===== config.mk =====
export PLATFORM = sky130hd
export DESIGN_NAME = plvs_supervisor
export DESIGN_NICKNAME = d
export VERILOG_FILES = /design/src/logic/plvs_pkg.sv /design/src/logic/plvs_sec_timer.sv /design/src/logic/plvs_supervisor.sv
export SDC_FILE = /design/constraint.sdc
export NUM_CORES = 2
export LEC_CHECK = 0
export BUFFER_PORTS_ARGS = -buffer_cell sky130_fd_sc_hd__buf_2
export CORE_ASPECT_RATIO = 1.25
export CORE_MARGIN = 2
export CORE_UTILIZATION = 62
export CTS_BUF_LIST = sky130_fd_sc_hd__clkbuf_16
export DETAILED_ROUTE_END_ITERATION = 8
export PLACE_DENSITY_LB_ADDON = 0.3
export SLEW_MARGIN = 30
export SYNTH_ARGS = -nofsm -noshare
export SYNTH_HDL_FRONTEND = slang
export SYNTH_SLANG_ARGS = --single-unit
export TNS_END_PERCENT = 10

===== constraint.sdc =====
create_clock -name i_clk -period 65.7 [get_ports i_clk]
set_clock_uncertainty 0.1 [all_clocks]
set_input_delay 6.57 -clock i_clk [delete_from_list [all_inputs] [get_ports i_clk]]
set_output_delay 6.57 -clock i_clk [all_outputs]
set_load 0.1 [all_outputs]

===== src/logic/plvs_pkg.sv =====
package plvs_pkg;

  // ****************************************************************
  // Widths
  // ****************************************************************
  localparam int LVL_W  = 14;
  localparam int COEF_W = 8;
  localparam int VOLT_W = 10;
  localparam int SEC_W  = 10;
  localparam int FREQ_W = 6;

  // ****************************************************************
  // Settings defaults and ranges (hundredths for levels)
  // ****************************************************************
  localparam logic [LVL_W-1:0]  LVL_MAX_SET     = 14'h270f;
  localparam logic [LVL_W-1:0]  ZERO_DEF        = 14'h0000;
  localparam logic [LVL_W-1:0]  MIN_DEF         = 14'h0032;
  localparam logic [LVL_W-1:0]  START_DEF       = 14'h0064;
  localparam logic [LVL_W-1:0]  STOP_DEF        = 14'h00c8;
  localparam logic [LVL_W-1:0]  MAXL_DEF        = 14'h03e8;
  localparam logic [COEF_W-1:0] COEF_MAX        = 8'hc8;
  localparam logic [COEF_W-1:0] COEF_DEF        = 8'h32;
  localparam logic [SEC_W-1:0]  FLT_DLY_MAX     = 10'h3e7;
  localparam logic [SEC_W-1:0]  FLT_DLY_DEF     = 10'h001;
  localparam logic [SEC_W-1:0]  START_DLY_MIN   = 10'h004;
  localparam logic [SEC_W-1:0]  START_DLY_MAX   = 10'h063;
  localparam logic [SEC_W-1:0]  START_DLY_DEF   = 10'h004;
  localparam logic [SEC_W-1:0]  STOP_DLY_MAX    = 10'h063;
  localparam logic [SEC_W-1:0]  STOP_DLY_DEF    = 10'h001;
  localparam logic [SEC_W-1:0]  VOLT_DLY_MAX    = 10'h063;
  localparam logic [SEC_W-1:0]  VOLT_DLY_DEF    = 10'h005;
  localparam logic [VOLT_W-1:0] VMAX3_DEF       = 10'h1b8;
  localparam logic [VOLT_W-1:0] VMAX3_LO        = 10'h190;
  localparam logic [VOLT_W-1:0] VMAX3_HI        = 10'h1cc;
  localparam logic [VOLT_W-1:0] VMIN3_DEF       = 10'h168;
  localparam logic [VOLT_W-1:0] VMIN3_LO        = 10'h154;
  localparam logic [VOLT_W-1:0] VMIN3_HI        = 10'h190;
  localparam logic [VOLT_W-1:0] VMAX1_DEF       = 10'h0fd;
  localparam logic [VOLT_W-1:0] VMAX1_LO        = 10'h0e6;
  localparam logic [VOLT_W-1:0] VMAX1_HI        = 10'h104;
  localparam logic [VOLT_W-1:0] VMIN1_DEF       = 10'h0cf;
  localparam logic [VOLT_W-1:0] VMIN1_LO        = 10'h0c8;
  localparam logic [VOLT_W-1:0] VMIN1_HI        = 10'h0e6;
  localparam logic [FREQ_W-1:0] FREQ_LO         = 6'h32;
  localparam logic [FREQ_W-1:0] FREQ_HI         = 6'h3c;
  localparam logic [FREQ_W-1:0] FREQ_DEF        = 6'h32;

  // ****************************************************************
  // Tick timing
  // ****************************************************************
  localparam longint CLK_HZ   = 250000000;
  localparam longint TICK_S   = 1;
  localparam longint TICK_CYC = CLK_HZ * TICK_S;

  // ****************************************************************
  // Operating programs
  // ****************************************************************
  typedef enum logic [2:0] {
    PLVS_MODE_DARK_EMPTY  = 3'h0,
    PLVS_MODE_CLEAN_EMPTY = 3'h1,
    PLVS_MODE_DIGIT_EMPTY = 3'h2,
    PLVS_MODE_DIGIT_FILL  = 3'h3,
    PLVS_MODE_MULTI_TANK  = 3'h4,
    PLVS_MODE_CLEAN_FILL  = 3'h5
  } plvs_mode_type;

  typedef enum logic [1:0] {
    PLVS_P_OFF      = 2'h0,
    PLVS_P_START_WT = 2'h1,
    PLVS_P_RUN      = 2'h2,
    PLVS_P_STOP_WT  = 2'h3
  } plvs_pump_type;

  // Settings written by the operator panel
  typedef struct packed {
    logic [LVL_W-1:0]  zero;
    logic [LVL_W-1:0]  min_lvl;
    logic [LVL_W-1:0]  start_lvl;
    logic [LVL_W-1:0]  stop_lvl;
    logic [LVL_W-1:0]  max_lvl;
    logic [COEF_W-1:0] coef;
    logic              max_start_en;
    logic              float_alarm_pump_action;
    logic [SEC_W-1:0]  float_dly;
    logic [SEC_W-1:0]  start_dly;
    logic [SEC_W-1:0]  stop_dly;
    logic              volt_en;
    logic [VOLT_W-1:0] vmax;
    logic [VOLT_W-1:0] vmin;
    logic [SEC_W-1:0]  volt_dly;
    logic [FREQ_W-1:0] freq;
  } plvs_cfg_type;

  // Alarm flags toward display and relays
  typedef struct packed {
    logic min_alarm;
    logic max_alarm;
    logic float_alarm;
    logic volt_alarm;
  } plvs_alm_type;

endpackage


===== src/logic/plvs_sec_timer.sv =====
`timescale 1ns/10ps
module plvs_sec_timer
  import plvs_pkg::*;
#(
  parameter int W = SEC_W
) (
  // Clock and reset
  input  wire logic         i_clk,
  input  wire logic         i_reset,
  // Control
  input  wire logic         i_run,
  input  wire logic         i_tick,
  input  wire logic [W-1:0] i_limit,
  // Status
  output logic              o_done
);
  logic [W-1:0] cnt_r;
  logic [W-1:0] cnt_nxt;

  // ****************************************************************
  // Seconds counter, cleared whenever run drops
  // ****************************************************************
  always_comb begin
    cnt_nxt = cnt_r;
    if (!i_run) begin
      cnt_nxt = '0;
    end else if (i_tick && cnt_r < i_limit) begin
      cnt_nxt = cnt_r + W'(1);
    end
  end

  always_ff @(posedge i_clk or posedge i_reset) begin
    if (i_reset) begin
      cnt_r <= '0;
    end else begin
      cnt_r <= cnt_nxt;
    end
  end

  assign o_done = i_run && (cnt_r >= i_limit);
endmodule


===== src/logic/plvs_supervisor.sv =====
// How it works
// - Relative zero 00.00..99.99, reset 00.00, subtracted from the reading.
// - At or below minimum threshold: minimum alarm, pump stops.
// - Start threshold starts pump 1 only in digit and multi-tank modes.
// - Stop threshold stops pump 1 only in digit and multi-tank modes.
// - At or above maximum threshold: maximum alarm; pump starts if max-start set.
// - First-order filter, coefficient 0..200 default 50; larger is slower.
// - Float action set: emptying starts all pumps up to limit, filling stops.
// - Float action clear: float only raises its alarm.
// - Float-open pump-off delay 0..999 s, emptying programs, action set.
// - Start delay 4..99 s default 4 before energising pump 1.
// - Stop delay 0..99 s default 1 before de-energising pump 1.
// - Clean mode: minimum during stop delay stops pump at once.
// - Enabled voltage alarm stops all pumps and flags; disabled gives none.
// - Overvoltage above upper threshold, defaults 440 V or 253 V by variant.
// - Undervoltage below lower threshold, defaults 360 V or 207 V by variant.
// - Voltage alarm only after condition persists for delay 0..99 s default 5.
// - Nominal mains frequency 50..60 Hz, default 50 Hz.
// - Max-start bit, default clear, lets maximum level start the pump.
`timescale 1ns/10ps
module plvs_supervisor
  import plvs_pkg::*;
#(
  parameter int     NPUMP    = 3,
  parameter logic   PHASE3   = 1'b1,
  parameter longint TICK_LEN = TICK_CYC
) (
  // Clock and reset
  input  wire logic               i_clk,
  input  wire logic               i_reset,
  input  wire logic               i_defaults,
  // Settings
  input  wire logic               i_cfg_we,
  input  wire plvs_cfg_type       i_cfg,
  input  wire plvs_mode_type      i_mode,
  input  wire logic [1:0]         i_max_pumps,
  // Sensor, contacts, mains
  input  wire logic               i_sample_vld,
  input  wire logic [LVL_W-1:0]   i_sample,
  input  wire logic               i_float,
  input  wire logic               i_start_contact,
  input  wire logic               i_stop_contact,
  input  wire logic [VOLT_W-1:0]  i_mains_volt,
  // Outputs
  output plvs_cfg_type            o_cfg,
  output logic [LVL_W-1:0]        o_level,
  output plvs_alm_type            o_alarm,
  output logic [NPUMP-1:0]        o_pump_on
);
  plvs_cfg_type           cfg_r;
  plvs_cfg_type           cfg_nxt;
  plvs_cfg_type           cfg_in;
  plvs_cfg_type           cfg_def;
  logic [LVL_W+7:0]       filt_r;
  logic [LVL_W+7:0]       filt_nxt;
  logic [LVL_W-1:0]       lvl_r;
  logic [LVL_W-1:0]       lvl_nxt;
  logic [LVL_W-1:0]       raw_rel;
  plvs_alm_type           alm_r;
  plvs_alm_type           alm_nxt;
  plvs_pump_type          st_r;
  plvs_pump_type          st_nxt;
  logic [NPUMP-1:0]       pump_r;
  logic [NPUMP-1:0]       pump_nxt;
  logic [31:0]            tick_cnt_r;
  logic [31:0]            tick_cnt_nxt;
  logic                   tick;
  logic                   digit_mode;
  logic                   emptying;
  logic                   clean_mode;
  logic                   float_act;
  logic                   float_hold_r;
  logic                   float_hold_nxt;
  logic                   start_cond;
  logic                   stop_cond;
  logic                   min_c;
  logic                   max_c;
  logic                   volt_c;
  logic                   start_done;
  logic                   stop_done;
  logic                   volt_done;
  logic                   float_done;
  logic [LVL_W+7:0]       diff;

  // ****************************************************************
  // Defaults and clamped settings
  // ****************************************************************
  always_comb begin
    cfg_def = '0;
    cfg_def.zero      = ZERO_DEF;
    cfg_def.min_lvl   = MIN_DEF;
    cfg_def.start_lvl = START_DEF;
    cfg_def.stop_lvl  = STOP_DEF;
    cfg_def.max_lvl   = MAXL_DEF;
    cfg_def.coef      = COEF_DEF;
    cfg_def.float_dly = FLT_DLY_DEF;
    cfg_def.start_dly = START_DLY_DEF;
    cfg_def.stop_dly  = STOP_DLY_DEF;
    cfg_def.volt_dly  = VOLT_DLY_DEF;
    cfg_def.vmax      = PHASE3 ? VMAX3_DEF : VMAX1_DEF;
    cfg_def.vmin      = PHASE3 ? VMIN3_DEF : VMIN1_DEF;
    cfg_def.freq      = FREQ_DEF;
    cfg_in = i_cfg;
    if (cfg_in.zero > LVL_MAX_SET) cfg_in.zero = LVL_MAX_SET;
    if (cfg_in.min_lvl > LVL_MAX_SET) cfg_in.min_lvl = LVL_MAX_SET;
    if (cfg_in.start_lvl > LVL_MAX_SET) cfg_in.start_lvl = LVL_MAX_SET;
    if (cfg_in.stop_lvl > LVL_MAX_SET) cfg_in.stop_lvl = LVL_MAX_SET;
    if (cfg_in.max_lvl > LVL_MAX_SET) cfg_in.max_lvl = LVL_MAX_SET;
    if (cfg_in.coef > COEF_MAX) cfg_in.coef = COEF_MAX;
    if (cfg_in.float_dly > FLT_DLY_MAX) cfg_in.float_dly = FLT_DLY_MAX;
    if (cfg_in.start_dly < START_DLY_MIN) cfg_in.start_dly = START_DLY_MIN;
    if (cfg_in.start_dly > START_DLY_MAX) cfg_in.start_dly = START_DLY_MAX;
    if (cfg_in.stop_dly > STOP_DLY_MAX) cfg_in.stop_dly = STOP_DLY_MAX;
    if (cfg_in.volt_dly > VOLT_DLY_MAX) cfg_in.volt_dly = VOLT_DLY_MAX;
    if (PHASE3) begin
      if (cfg_in.vmax < VMAX3_LO) cfg_in.vmax = VMAX3_LO;
      if (cfg_in.vmax > VMAX3_HI) cfg_in.vmax = VMAX3_HI;
      if (cfg_in.vmin < VMIN3_LO) cfg_in.vmin = VMIN3_LO;
      if (cfg_in.vmin > VMIN3_HI) cfg_in.vmin = VMIN3_HI;
    end else begin
      if (cfg_in.vmax < VMAX1_LO) cfg_in.vmax = VMAX1_LO;
      if (cfg_in.vmax > VMAX1_HI) cfg_in.vmax = VMAX1_HI;
      if (cfg_in.vmin < VMIN1_LO) cfg_in.vmin = VMIN1_LO;
      if (cfg_in.vmin > VMIN1_HI) cfg_in.vmin = VMIN1_HI;
    end
    if (cfg_in.freq < FREQ_LO) cfg_in.freq = FREQ_LO;
    if (cfg_in.freq > FREQ_HI) cfg_in.freq = FREQ_HI;
    cfg_nxt = cfg_r;
    if (i_defaults) begin
      cfg_nxt = cfg_def;
    end else if (i_cfg_we) begin
      cfg_nxt = cfg_in;
    end
  end

  // ****************************************************************
  // One-second tick
  // ****************************************************************
  always_comb begin
    tick         = (tick_cnt_r == 32'(TICK_LEN - 1));
    tick_cnt_nxt = tick_cnt_r + 32'h1;
    if (tick || i_defaults) tick_cnt_nxt = '0;
  end

  // ****************************************************************
  // Relative zero and filter
  // ****************************************************************
  always_comb begin
    raw_rel = (i_sample > cfg_r.zero) ? i_sample - cfg_r.zero : '0;
    filt_nxt = filt_r;
    lvl_nxt  = lvl_r;
    diff     = '0;
    if (i_defaults) begin
      filt_nxt = '0;
      lvl_nxt  = '0;
    end else if (i_sample_vld) begin
      // Step of 1/(coef+1) toward the new sample; larger coef is slower
      if ({raw_rel, 8'h00} >= filt_r) begin
        diff     = ({raw_rel, 8'h00} - filt_r) / (22'(cfg_r.coef) + 22'h1);
        filt_nxt = filt_r + diff;
      end else begin
        diff     = (filt_r - {raw_rel, 8'h00}) / (22'(cfg_r.coef) + 22'h1);
        filt_nxt = filt_r - diff;
      end
      lvl_nxt = filt_nxt[LVL_W+7:8];
    end
  end

  // ****************************************************************
  // Conditions
  // ****************************************************************
  always_comb begin
    digit_mode = (i_mode == PLVS_MODE_DIGIT_EMPTY) || (i_mode == PLVS_MODE_DIGIT_FILL)
                 || (i_mode == PLVS_MODE_MULTI_TANK);
    emptying   = (i_mode == PLVS_MODE_DARK_EMPTY) || (i_mode == PLVS_MODE_CLEAN_EMPTY)
                 || (i_mode == PLVS_MODE_DIGIT_EMPTY) || (i_mode == PLVS_MODE_MULTI_TANK);
    clean_mode = (i_mode == PLVS_MODE_CLEAN_EMPTY) || (i_mode == PLVS_MODE_CLEAN_FILL);
    min_c      = (lvl_r <= cfg_r.min_lvl);
    max_c      = (lvl_r >= cfg_r.max_lvl);
    volt_c     = cfg_r.volt_en
                 && ((i_mains_volt > cfg_r.vmax) || (i_mains_volt < cfg_r.vmin));
    float_act  = cfg_r.float_alarm_pump_action;
    start_cond = digit_mode ? (lvl_r >= cfg_r.start_lvl) : i_start_contact;
    stop_cond  = digit_mode ? (lvl_r >= cfg_r.stop_lvl) : i_stop_contact;
    if (cfg_r.max_start_en && max_c) begin
      start_cond = 1'b1;
      stop_cond  = 1'b0;
    end
    float_hold_nxt = i_defaults ? 1'b0 : (i_float && float_act && emptying);
    if (!i_defaults && !i_float && float_hold_r && !float_done) float_hold_nxt = 1'b1;
    alm_nxt             = alm_r;
    alm_nxt.min_alarm   = min_c;
    alm_nxt.max_alarm   = max_c;
    alm_nxt.float_alarm = i_float;
    alm_nxt.volt_alarm  = volt_done;
    if (i_defaults) alm_nxt = '0;
  end

  // ****************************************************************
  // Delay timers
  // ****************************************************************
  plvs_sec_timer #(.W(SEC_W)) u_start_tmr (
    .i_clk   (i_clk),
    .i_reset (i_reset),
    .i_run   (st_r == PLVS_P_START_WT && !i_defaults),
    .i_tick  (tick),
    .i_limit (cfg_r.start_dly),
    .o_done  (start_done)
  );

  plvs_sec_timer #(.W(SEC_W)) u_stop_tmr (
    .i_clk   (i_clk),
    .i_reset (i_reset),
    .i_run   (st_r == PLVS_P_STOP_WT && !i_defaults),
    .i_tick  (tick),
    .i_limit (cfg_r.stop_dly),
    .o_done  (stop_done)
  );

  plvs_sec_timer #(.W(SEC_W)) u_volt_tmr (
    .i_clk   (i_clk),
    .i_reset (i_reset),
    .i_run   (volt_c && !i_defaults),
    .i_tick  (tick),
    .i_limit (cfg_r.volt_dly),
    .o_done  (volt_done)
  );

  plvs_sec_timer #(.W(SEC_W)) u_float_tmr (
    .i_clk   (i_clk),
    .i_reset (i_reset),
    .i_run   (float_hold_r && !i_float && !i_defaults),
    .i_tick  (tick),
    .i_limit (cfg_r.float_dly),
    .o_done  (float_done)
  );

  // ****************************************************************
  // Pump 1 sequence and pump outputs
  // ****************************************************************
  always_comb begin
    st_nxt = st_r;
    case (st_r)
      PLVS_P_OFF: begin
        if (start_cond && !stop_cond && !min_c) st_nxt = PLVS_P_START_WT;
      end
      PLVS_P_START_WT: begin
        if (!start_cond || stop_cond || min_c) st_nxt = PLVS_P_OFF;
        else if (start_done) st_nxt = PLVS_P_RUN;
      end
      PLVS_P_RUN: begin
        if (min_c) st_nxt = PLVS_P_OFF;
        else if (stop_cond) st_nxt = PLVS_P_STOP_WT;
      end
      PLVS_P_STOP_WT: begin
        if (min_c && clean_mode) st_nxt = PLVS_P_OFF;
        else if (start_cond && !stop_cond) st_nxt = PLVS_P_RUN;
        else if (stop_done) st_nxt = PLVS_P_OFF;
      end
      default: st_nxt = PLVS_P_OFF;
    endcase
    if (volt_done || i_defaults) st_nxt = PLVS_P_OFF;
    pump_nxt    = '0;
    pump_nxt[0] = (st_nxt == PLVS_P_RUN) || (st_nxt == PLVS_P_STOP_WT);
    if (float_act && (i_float || float_hold_nxt)) begin
      if (emptying) begin
        for (int i = 0; i < NPUMP; i++) begin
          if (i <= int'(i_max_pumps)) pump_nxt[i] = 1'b1;
        end
      end else begin
        pump_nxt = '0;
      end
    end
    if (volt_done || i_defaults) pump_nxt = '0;
  end

  // ****************************************************************
  // Registers
  // ****************************************************************
  always_ff @(posedge i_clk or posedge i_reset) begin
    if (i_reset) begin
      cfg_r        <= '0;
      tick_cnt_r   <= '0;
      filt_r       <= '0;
      lvl_r        <= '0;
      alm_r        <= '0;
      st_r         <= PLVS_P_OFF;
      pump_r       <= '0;
      float_hold_r <= 1'b0;
    end else begin
      cfg_r        <= cfg_nxt;
      tick_cnt_r   <= tick_cnt_nxt;
      filt_r       <= filt_nxt;
      lvl_r        <= lvl_nxt;
      alm_r        <= alm_nxt;
      st_r         <= st_nxt;
      pump_r       <= pump_nxt;
      float_hold_r <= float_hold_nxt;
    end
  end

  assign o_cfg     = cfg_r;
  assign o_level   = lvl_r;
  assign o_alarm   = alm_r;
  assign o_pump_on = pump_r;
endmodule


======== After elaboration in Yosys (flattened, before gate mapping) ========
Cells that the tools add are included.
operators by class
  add/subtract/negate cells ............... 11
  divide/modulo/power cells ............... 2
  order comparisons ....................... 35
  equal/unequal tests ..................... 15
  mux-type cells .......................... 56
  reduce and logical (&&, ||, !) cells .... 47
operators with widths
  cell                                                            number
  two-way mux 147 bit                                             2
  two-way mux 10 bit                                              17
  two-way mux 14 bit                                              8
  greater-than comparator 14 bit, second input constant           5
  two-way mux 22 bit                                              3
  subtractor 22 bit                                               3
  less-than comparator 10 bit                                     5
  divider 22 x 22 -> 22 bit                                       2
  >= comparator 14 bit                                            3
  adder 10 x 1 -> 10 bit, second input constant                   4
  >= comparator 10 bit                                            4
  adder 32 x 1 -> 32 bit, second input constant                   1
  equality test 32 x 28 -> 1 bit, second input constant           1
  two-way mux 32 bit                                              1
  greater-than comparator 10 x 7 -> 1 bit, second input constant  3
  logical AND 1 bit                                               24
  adder 22 bit                                                    1
  >= comparator 22 bit                                            1
  greater-than comparator 10 x 9 -> 1 bit, second input constant  2
  less-than comparator 10 x 9 -> 1 bit, second input constant     2
  two-way mux 2 bit                                               9
  greater-than comparator 14 bit                                  1
  less-or-equal comparator 14 bit                                 1
  subtractor 14 bit                                               1
  26 further kinds                                                62
storage, ports and cells
  register bits after elaboration ......... 265
  input port bits ......................... 184
  output and inout port bits .............. 168

======== Depth between registers and ports, before layout ========
  depth in word-level cells ............... 15
  depth in mapped cells ................... 329
  mapped depth without buffers ............ 311

======== Modules after synthesis ========
Synthesis repeated with hierarchy kept, for this count alone.
second synthesis, totals
  cell total of the unflattened synthesis .. 5,009
  area total of the unflattened synthesis .. 38,370.6 sq um
modules (own cells, without submodules)
  module           instances  cells each  area an instance (sq um)  seq. area each (sq um)
  plvs_supervisor  1          4,637       34,837.2                  5,280.1
  plvs_sec_timer   4          93          883.3                     250.2

======== Least setup slack after synthesis ========
Ideal clock, no wire load.
  kind .................................... in2reg
  from .................................... input port i_sample[0]
  to ...................................... register filt_r[21]
  setup time .............................. 0.132 ns
  arrival ................................. 65.391 ns
  setup slack ............................. 0.077 ns
  stages on the path ...................... 316
  buffers on the path ..................... 18
  cell sequence ........................... inv_1 > ha_1 > fa_1 > nor2b_1 > o21ai_0 > nand2b_1 > a21o_1 > a21o_1 > a21o_1 > a21o_1 > a21o_1 > a21o_1 > a21o_1 > a21o_1 > a21o_1 > a21oi_1 > nor2_1 > clkbuf_1 > (+280 left out) > o21bai_1 > a21oi_1 > nor2b_1 > o21a_1 > o21ai_0 > nand2_1 > a21oi_1 > o21bai_1 > a21oi_1 > nor2b_1 > o21ai_0 > nand2b_1 > inv_1 > nand4_1 > a2111oi_0 > and4bb_1 > xnor2_1 > nor2_1
between the ends
  longest elaborated chain between the ends .. 8
  elaborated cells between the ends (all ways) .. 13
ends and longest elaborated chain
  what                                                                        RTL line                                        RTL
  start: declaration                                                          plvs_supervisor.sv:39                           input wire logic [LVL_W-1:0] i_sample,
  subtractor 14 bit / greater-than comparator 14 bit (equally long branches)  plvs_supervisor.sv:149                          raw_rel = (i_sample > cfg_r.zero) ? i_sample - cfg_r.zero : '0;
  two-way mux 14 bit (*)                                                      plvs_supervisor.sv:149
  subtractor 22 bit, on equally long branches                                 plvs_supervisor.sv:162, plvs_supervisor.sv:159
  divider 22 x 22 -> 22 bit, on equally long branches                         plvs_supervisor.sv:162, plvs_supervisor.sv:159
  subtractor 22 bit / adder 22 bit (equally long branches)                    plvs_supervisor.sv:163, plvs_supervisor.sv:160
  two-way mux 22 bit (*)                                                      plvs_supervisor.sv:158                          if ({raw_rel, 8'h00} >= filt_r) begin
  two-way mux 22 bit (*)                                                      plvs_supervisor.sv:156                          end else if (i_sample_vld) begin
  two-way mux 22 bit (*)                                                      plvs_supervisor.sv:153                          if (i_defaults) begin
  end signal: assignment                                                      plvs_supervisor.sv:293                          filt_r <= filt_nxt;
  end: declaration                                                            plvs_supervisor.sv:54                           logic [LVL_W+7:0] filt_r;
Mark *: on every way between the ends. The rest lies on a longest branch, timed or not. The select of a mux whose other input is x is not followed.
A chain may end at the register's enable or synchronous reset.

======== Worst setup path in the final report ========
Same ends and word-level chain as after synthesis.

==> results.md <==
- Number of nets with antenna violations after routing: 0
- Start-to-end type of the worst setup path: in2reg
- Critical Path End Type: flip-flop
- Wire per inst: 21.72 um
- Hold Startpoint: o_cfg[4]
- Max_slew headroom: 29.79%
- Predominant post-synthesis flop cell: sky130_fd_sc_hd__dfrtp_1
- Top cells by area, synth: sky130_fd_sc_hd__ha_1, sky130_fd_sc_hd__dfrtp_1, sky130_fd_sc_hd__nor2_1
- Hold/Removal Path Class: reg2reg
- Maximum number of pins on one net before global-route repair: 119
- Sequential Area: 6282 um^2
- Layout filler cell count: 4684
- Starting DRC count in detailed routing: 2965
- Average via count per standard cell: 6.461
- Die height: 277.5 um
- Number of distinct library cell variants in the gate-level netlist after synthesis: 139
- CP Max Fanout: 18
- Skew-Pair Late Insertion Delay: 0.59 ns
- Syn Inst Count: 4787
- Sequential fraction of the synthesis area: 16.93%
- Critical Path Max Stage Delay: 0.48 ns
- Number of buffer cells added on primary ports: 351
- Library cell appearing most often on the critical path: sky130_fd_sc_hd__o21a_1
- Required @ worst endpoint: 66.04 ns
- Area taken by multi-input logic gates: 30200 um^2
- Number of antenna violations at the first check in global routing: 19
- Clk Tree Root Cell: sky130_fd_sc_hd__clkbuf_16
- Number of synthesized register bits: 251
- Fraction of registers with async set or reset after synthesis: 100.0%
- Worst flop-to-flop path startpoint: o_cfg[135]
- Delay-heaviest family, CP: compound AO/OA/AOI/OAI gates
- Final non-filler cell total: 6310
- Critical path startpoint category: input port
- Share of Yosys cell area claimed by the top area cell type: 17.40%
- Launching instance or port of the critical path: i_sample[0]
- Yosys synthesis warning count: 0
- Global route total overflow: 0
- Library cell occupying the most area in the post-synthesis netlist: sky130_fd_sc_hd__ha_1
- Result of the run: finished clean
- Final period utilization: 96.01%
- Fraction of final layout cells sized beyond drive strength 1: 23.43%
- Synth Area per Inst: 7.752 um^2
- Clock tree from TritonCTS: yes
- Number of H-tree branching levels: 1
- Layout area overhead: 20.58%
- Final core utilization: 75.28%
- Via count of the first global-routing pass: 39.07k
- Top-level I/O count: 352
- Top achievable clock speed: 15.85 MHz
- Number of placement rows: 100
- GP Congestion: 1.051
- Initial core utilization: 62.44%
- Final HPWL DP: 107.1 mm
- Routed WL: 137.1 mm
- Final number of max-transition violations: 0
- Number of hold violations in the final report: 0
- Synthesized Nets: 5490
- Mapped cell area: 37110 um^2
- Clock Pin Slew Worst Setup and Hold Paths: 0.07 ns
- Area inside the core boundary: 59430 um^2
- Net count, final: 6211
- First-pass iteration count of the detailed router: 6
- Slowest stage cell, crit path: sky130_fd_sc_hd__or4_4
- Total clock sinks: 251
- Routed vias: 40.77k
- Remaining design rule violation count: 0
- First-pass GRT wire length: 207.7 mm
- Final min period: 63.08 ns
- # Max-Cap Violations: 0
- Total instance count after detailed placement: 6161
- Arrival time of data at the critical path endpoint: 63.42 ns
- Die X: 222.8 um
- Number of CTS-inserted buffers: 25
- Die area: 61840 um^2
- Buffer and inverter count on the worst path: 22
- Pin slew with the least headroom to its limit: 1.043 ns
- Number of flops mapped to enable cells by yosys: 0
- Buffers from clock root to sink, at most: 3
- Setup-failing EPs final: 0
- Global router's overall resource usage: 42.03%
==> path summary, 6_finish.rpt <==
check                                       endpoint  slack (ns)  cells past startpoint
max in group asynchronous       u_float_tmr.cnt_r[7]       58.12                      3
worst max-delay path                      filt_r[21]        2.62                    307
worst min register to register              o_cfg[4]        0.38                      1
min in group asynchronous                 o_cfg[138]        5.98                      2
worst max register to register            filt_r[21]        8.27                    305
worst min-delay path                        o_cfg[4]        0.38                      1
==> cell usage after synthesis (all sizes together), types with 72 or more instances <==
| cell type | instances |
|---|---|
| nor2 | 579 |
| ha | 516 |
| nand2 | 392 |
| a21oi | 273 |
| dfrtp | 251 |
| inv | 250 |
| nor3 | 249 |
| o21ai | 239 |
| o21a | 206 |
| xnor2 | 144 |
| a21o | 119 |
| nand3 | 113 |
| xor2 | 112 |
| nand4 | 81 |
| o31ai | 81 |
| mux2i | 80 |
| a211oi | 77 |
| clkbuf | 75 |
| mux2 | 72 |
==> per-layer routing <==
metal	track usage [%]	vias up	share of wire [%]
met5	0	-	0.017
met4	34.64	4	9.8
met3	6.874	584	7.8
met2	69.46	1861	45
met1	47.77	19170	37
li1	-	19150	-
==> worst reg2reg max path: cells and delay by family (launching register included) <==
kind,cells,cell delay (ns)
AO/OA/AOI/OAI,182,33.16
XOR/XNOR,2,0.34
adder cells (fa/ha/maj),25,7.58
buffers and inverters,21,2.73
flip-flops,1,0.40
multiplexers,9,2.38
AND/OR/NAND/NOR,66,10.59
==> layout by cell type (no fill, tap or decap), drive strengths merged, types with 16 or more instances in the layout <==
cell	n
dfrtp	251
ha	516
buf	833
nand4	81
o221ai	21
mux2	72
o31ai	81
a21o	119
diode	18
nand2	392
xor2	112
or2	47
a211oi	77
or3	62
and4	16
xnor2	144
and3	37
o211ai	41
o31a	18
nand3	114
a211o	22
and2	41
clkbuf	25
o21ai	239
nor4	37
a21oi	273
o21bai	20
o21a	206
mux2i	81
a31oi	30
nor3	249
a21boi	24
inv	258
nand2b	70
nor2b	65
nor2	579
==> flip-flops by register name, indices dropped and copies added, names as in the netlist <==
register	count
u_volt_tmr.cnt_r	10
u_float_tmr.cnt_r	10
u_stop_tmr.cnt_r	10
u_start_tmr.cnt_r	10
st_r	2
tick_cnt_r	32
float_hold_r	1
o_cfg	146
o_pump_on	3
o_alarm	4
float_act	1
filt_r	22
==> per-stage QoR <==
step	hold WS (ns)	worst slack [ns]	TNS [ns]	cell area (um^2)
after floorplan	0.3549	0.07690	0	37110
after global placement	0.3466	0.04139	0	42110
after detailed placement	0.3545	-1.960	-6.961	42140
after CTS	0.3785	0.005500	0	43110
after global routing	0.4004	-0.9350	-1.482	44730
final	0.3799	2.619	0	44740
==> cells by family after synthesis <==
group	after synthesis	synth area share (%)
DFF	251	16.93
AOI/OAI and AO/OA	1358	25.66
muxes	152	4.363
buffers and inverters	391	4.680
and+or+nand+nor	1858	24.71
adders and majority gates	521	17.61
xor gates and xnor gates	256	6.042
==> area by class of cell <==
| type | instances | area share, % |
|---|---|---|
| well taps | 765 | 2.139 |
| repair buffers | 833 | 12.15 |
| flip-flops and latches | 251 | 14.04 |
| clock inverters | 21 | 0.5621 |
| clock buffers | 25 | 1.398 |
| multi-input cells | 4147 | 67.49 |
| inverters | 250 | 2.114 |
| diodes | 18 | 0.1007 |
==> what timing repair did <==
action                     4_1_cts  5_1_grt
setup endpoints to repair        6       22
buffers inserted                 2       80
pin swaps                        2       68
gates resized for setup         16      233
gates cloned                     0        3
hold buffers                     0        0
Power is left out: the tool's default activity adds up to more than one toggle a clock period on the data nets, which glitch-free logic cannot reach.
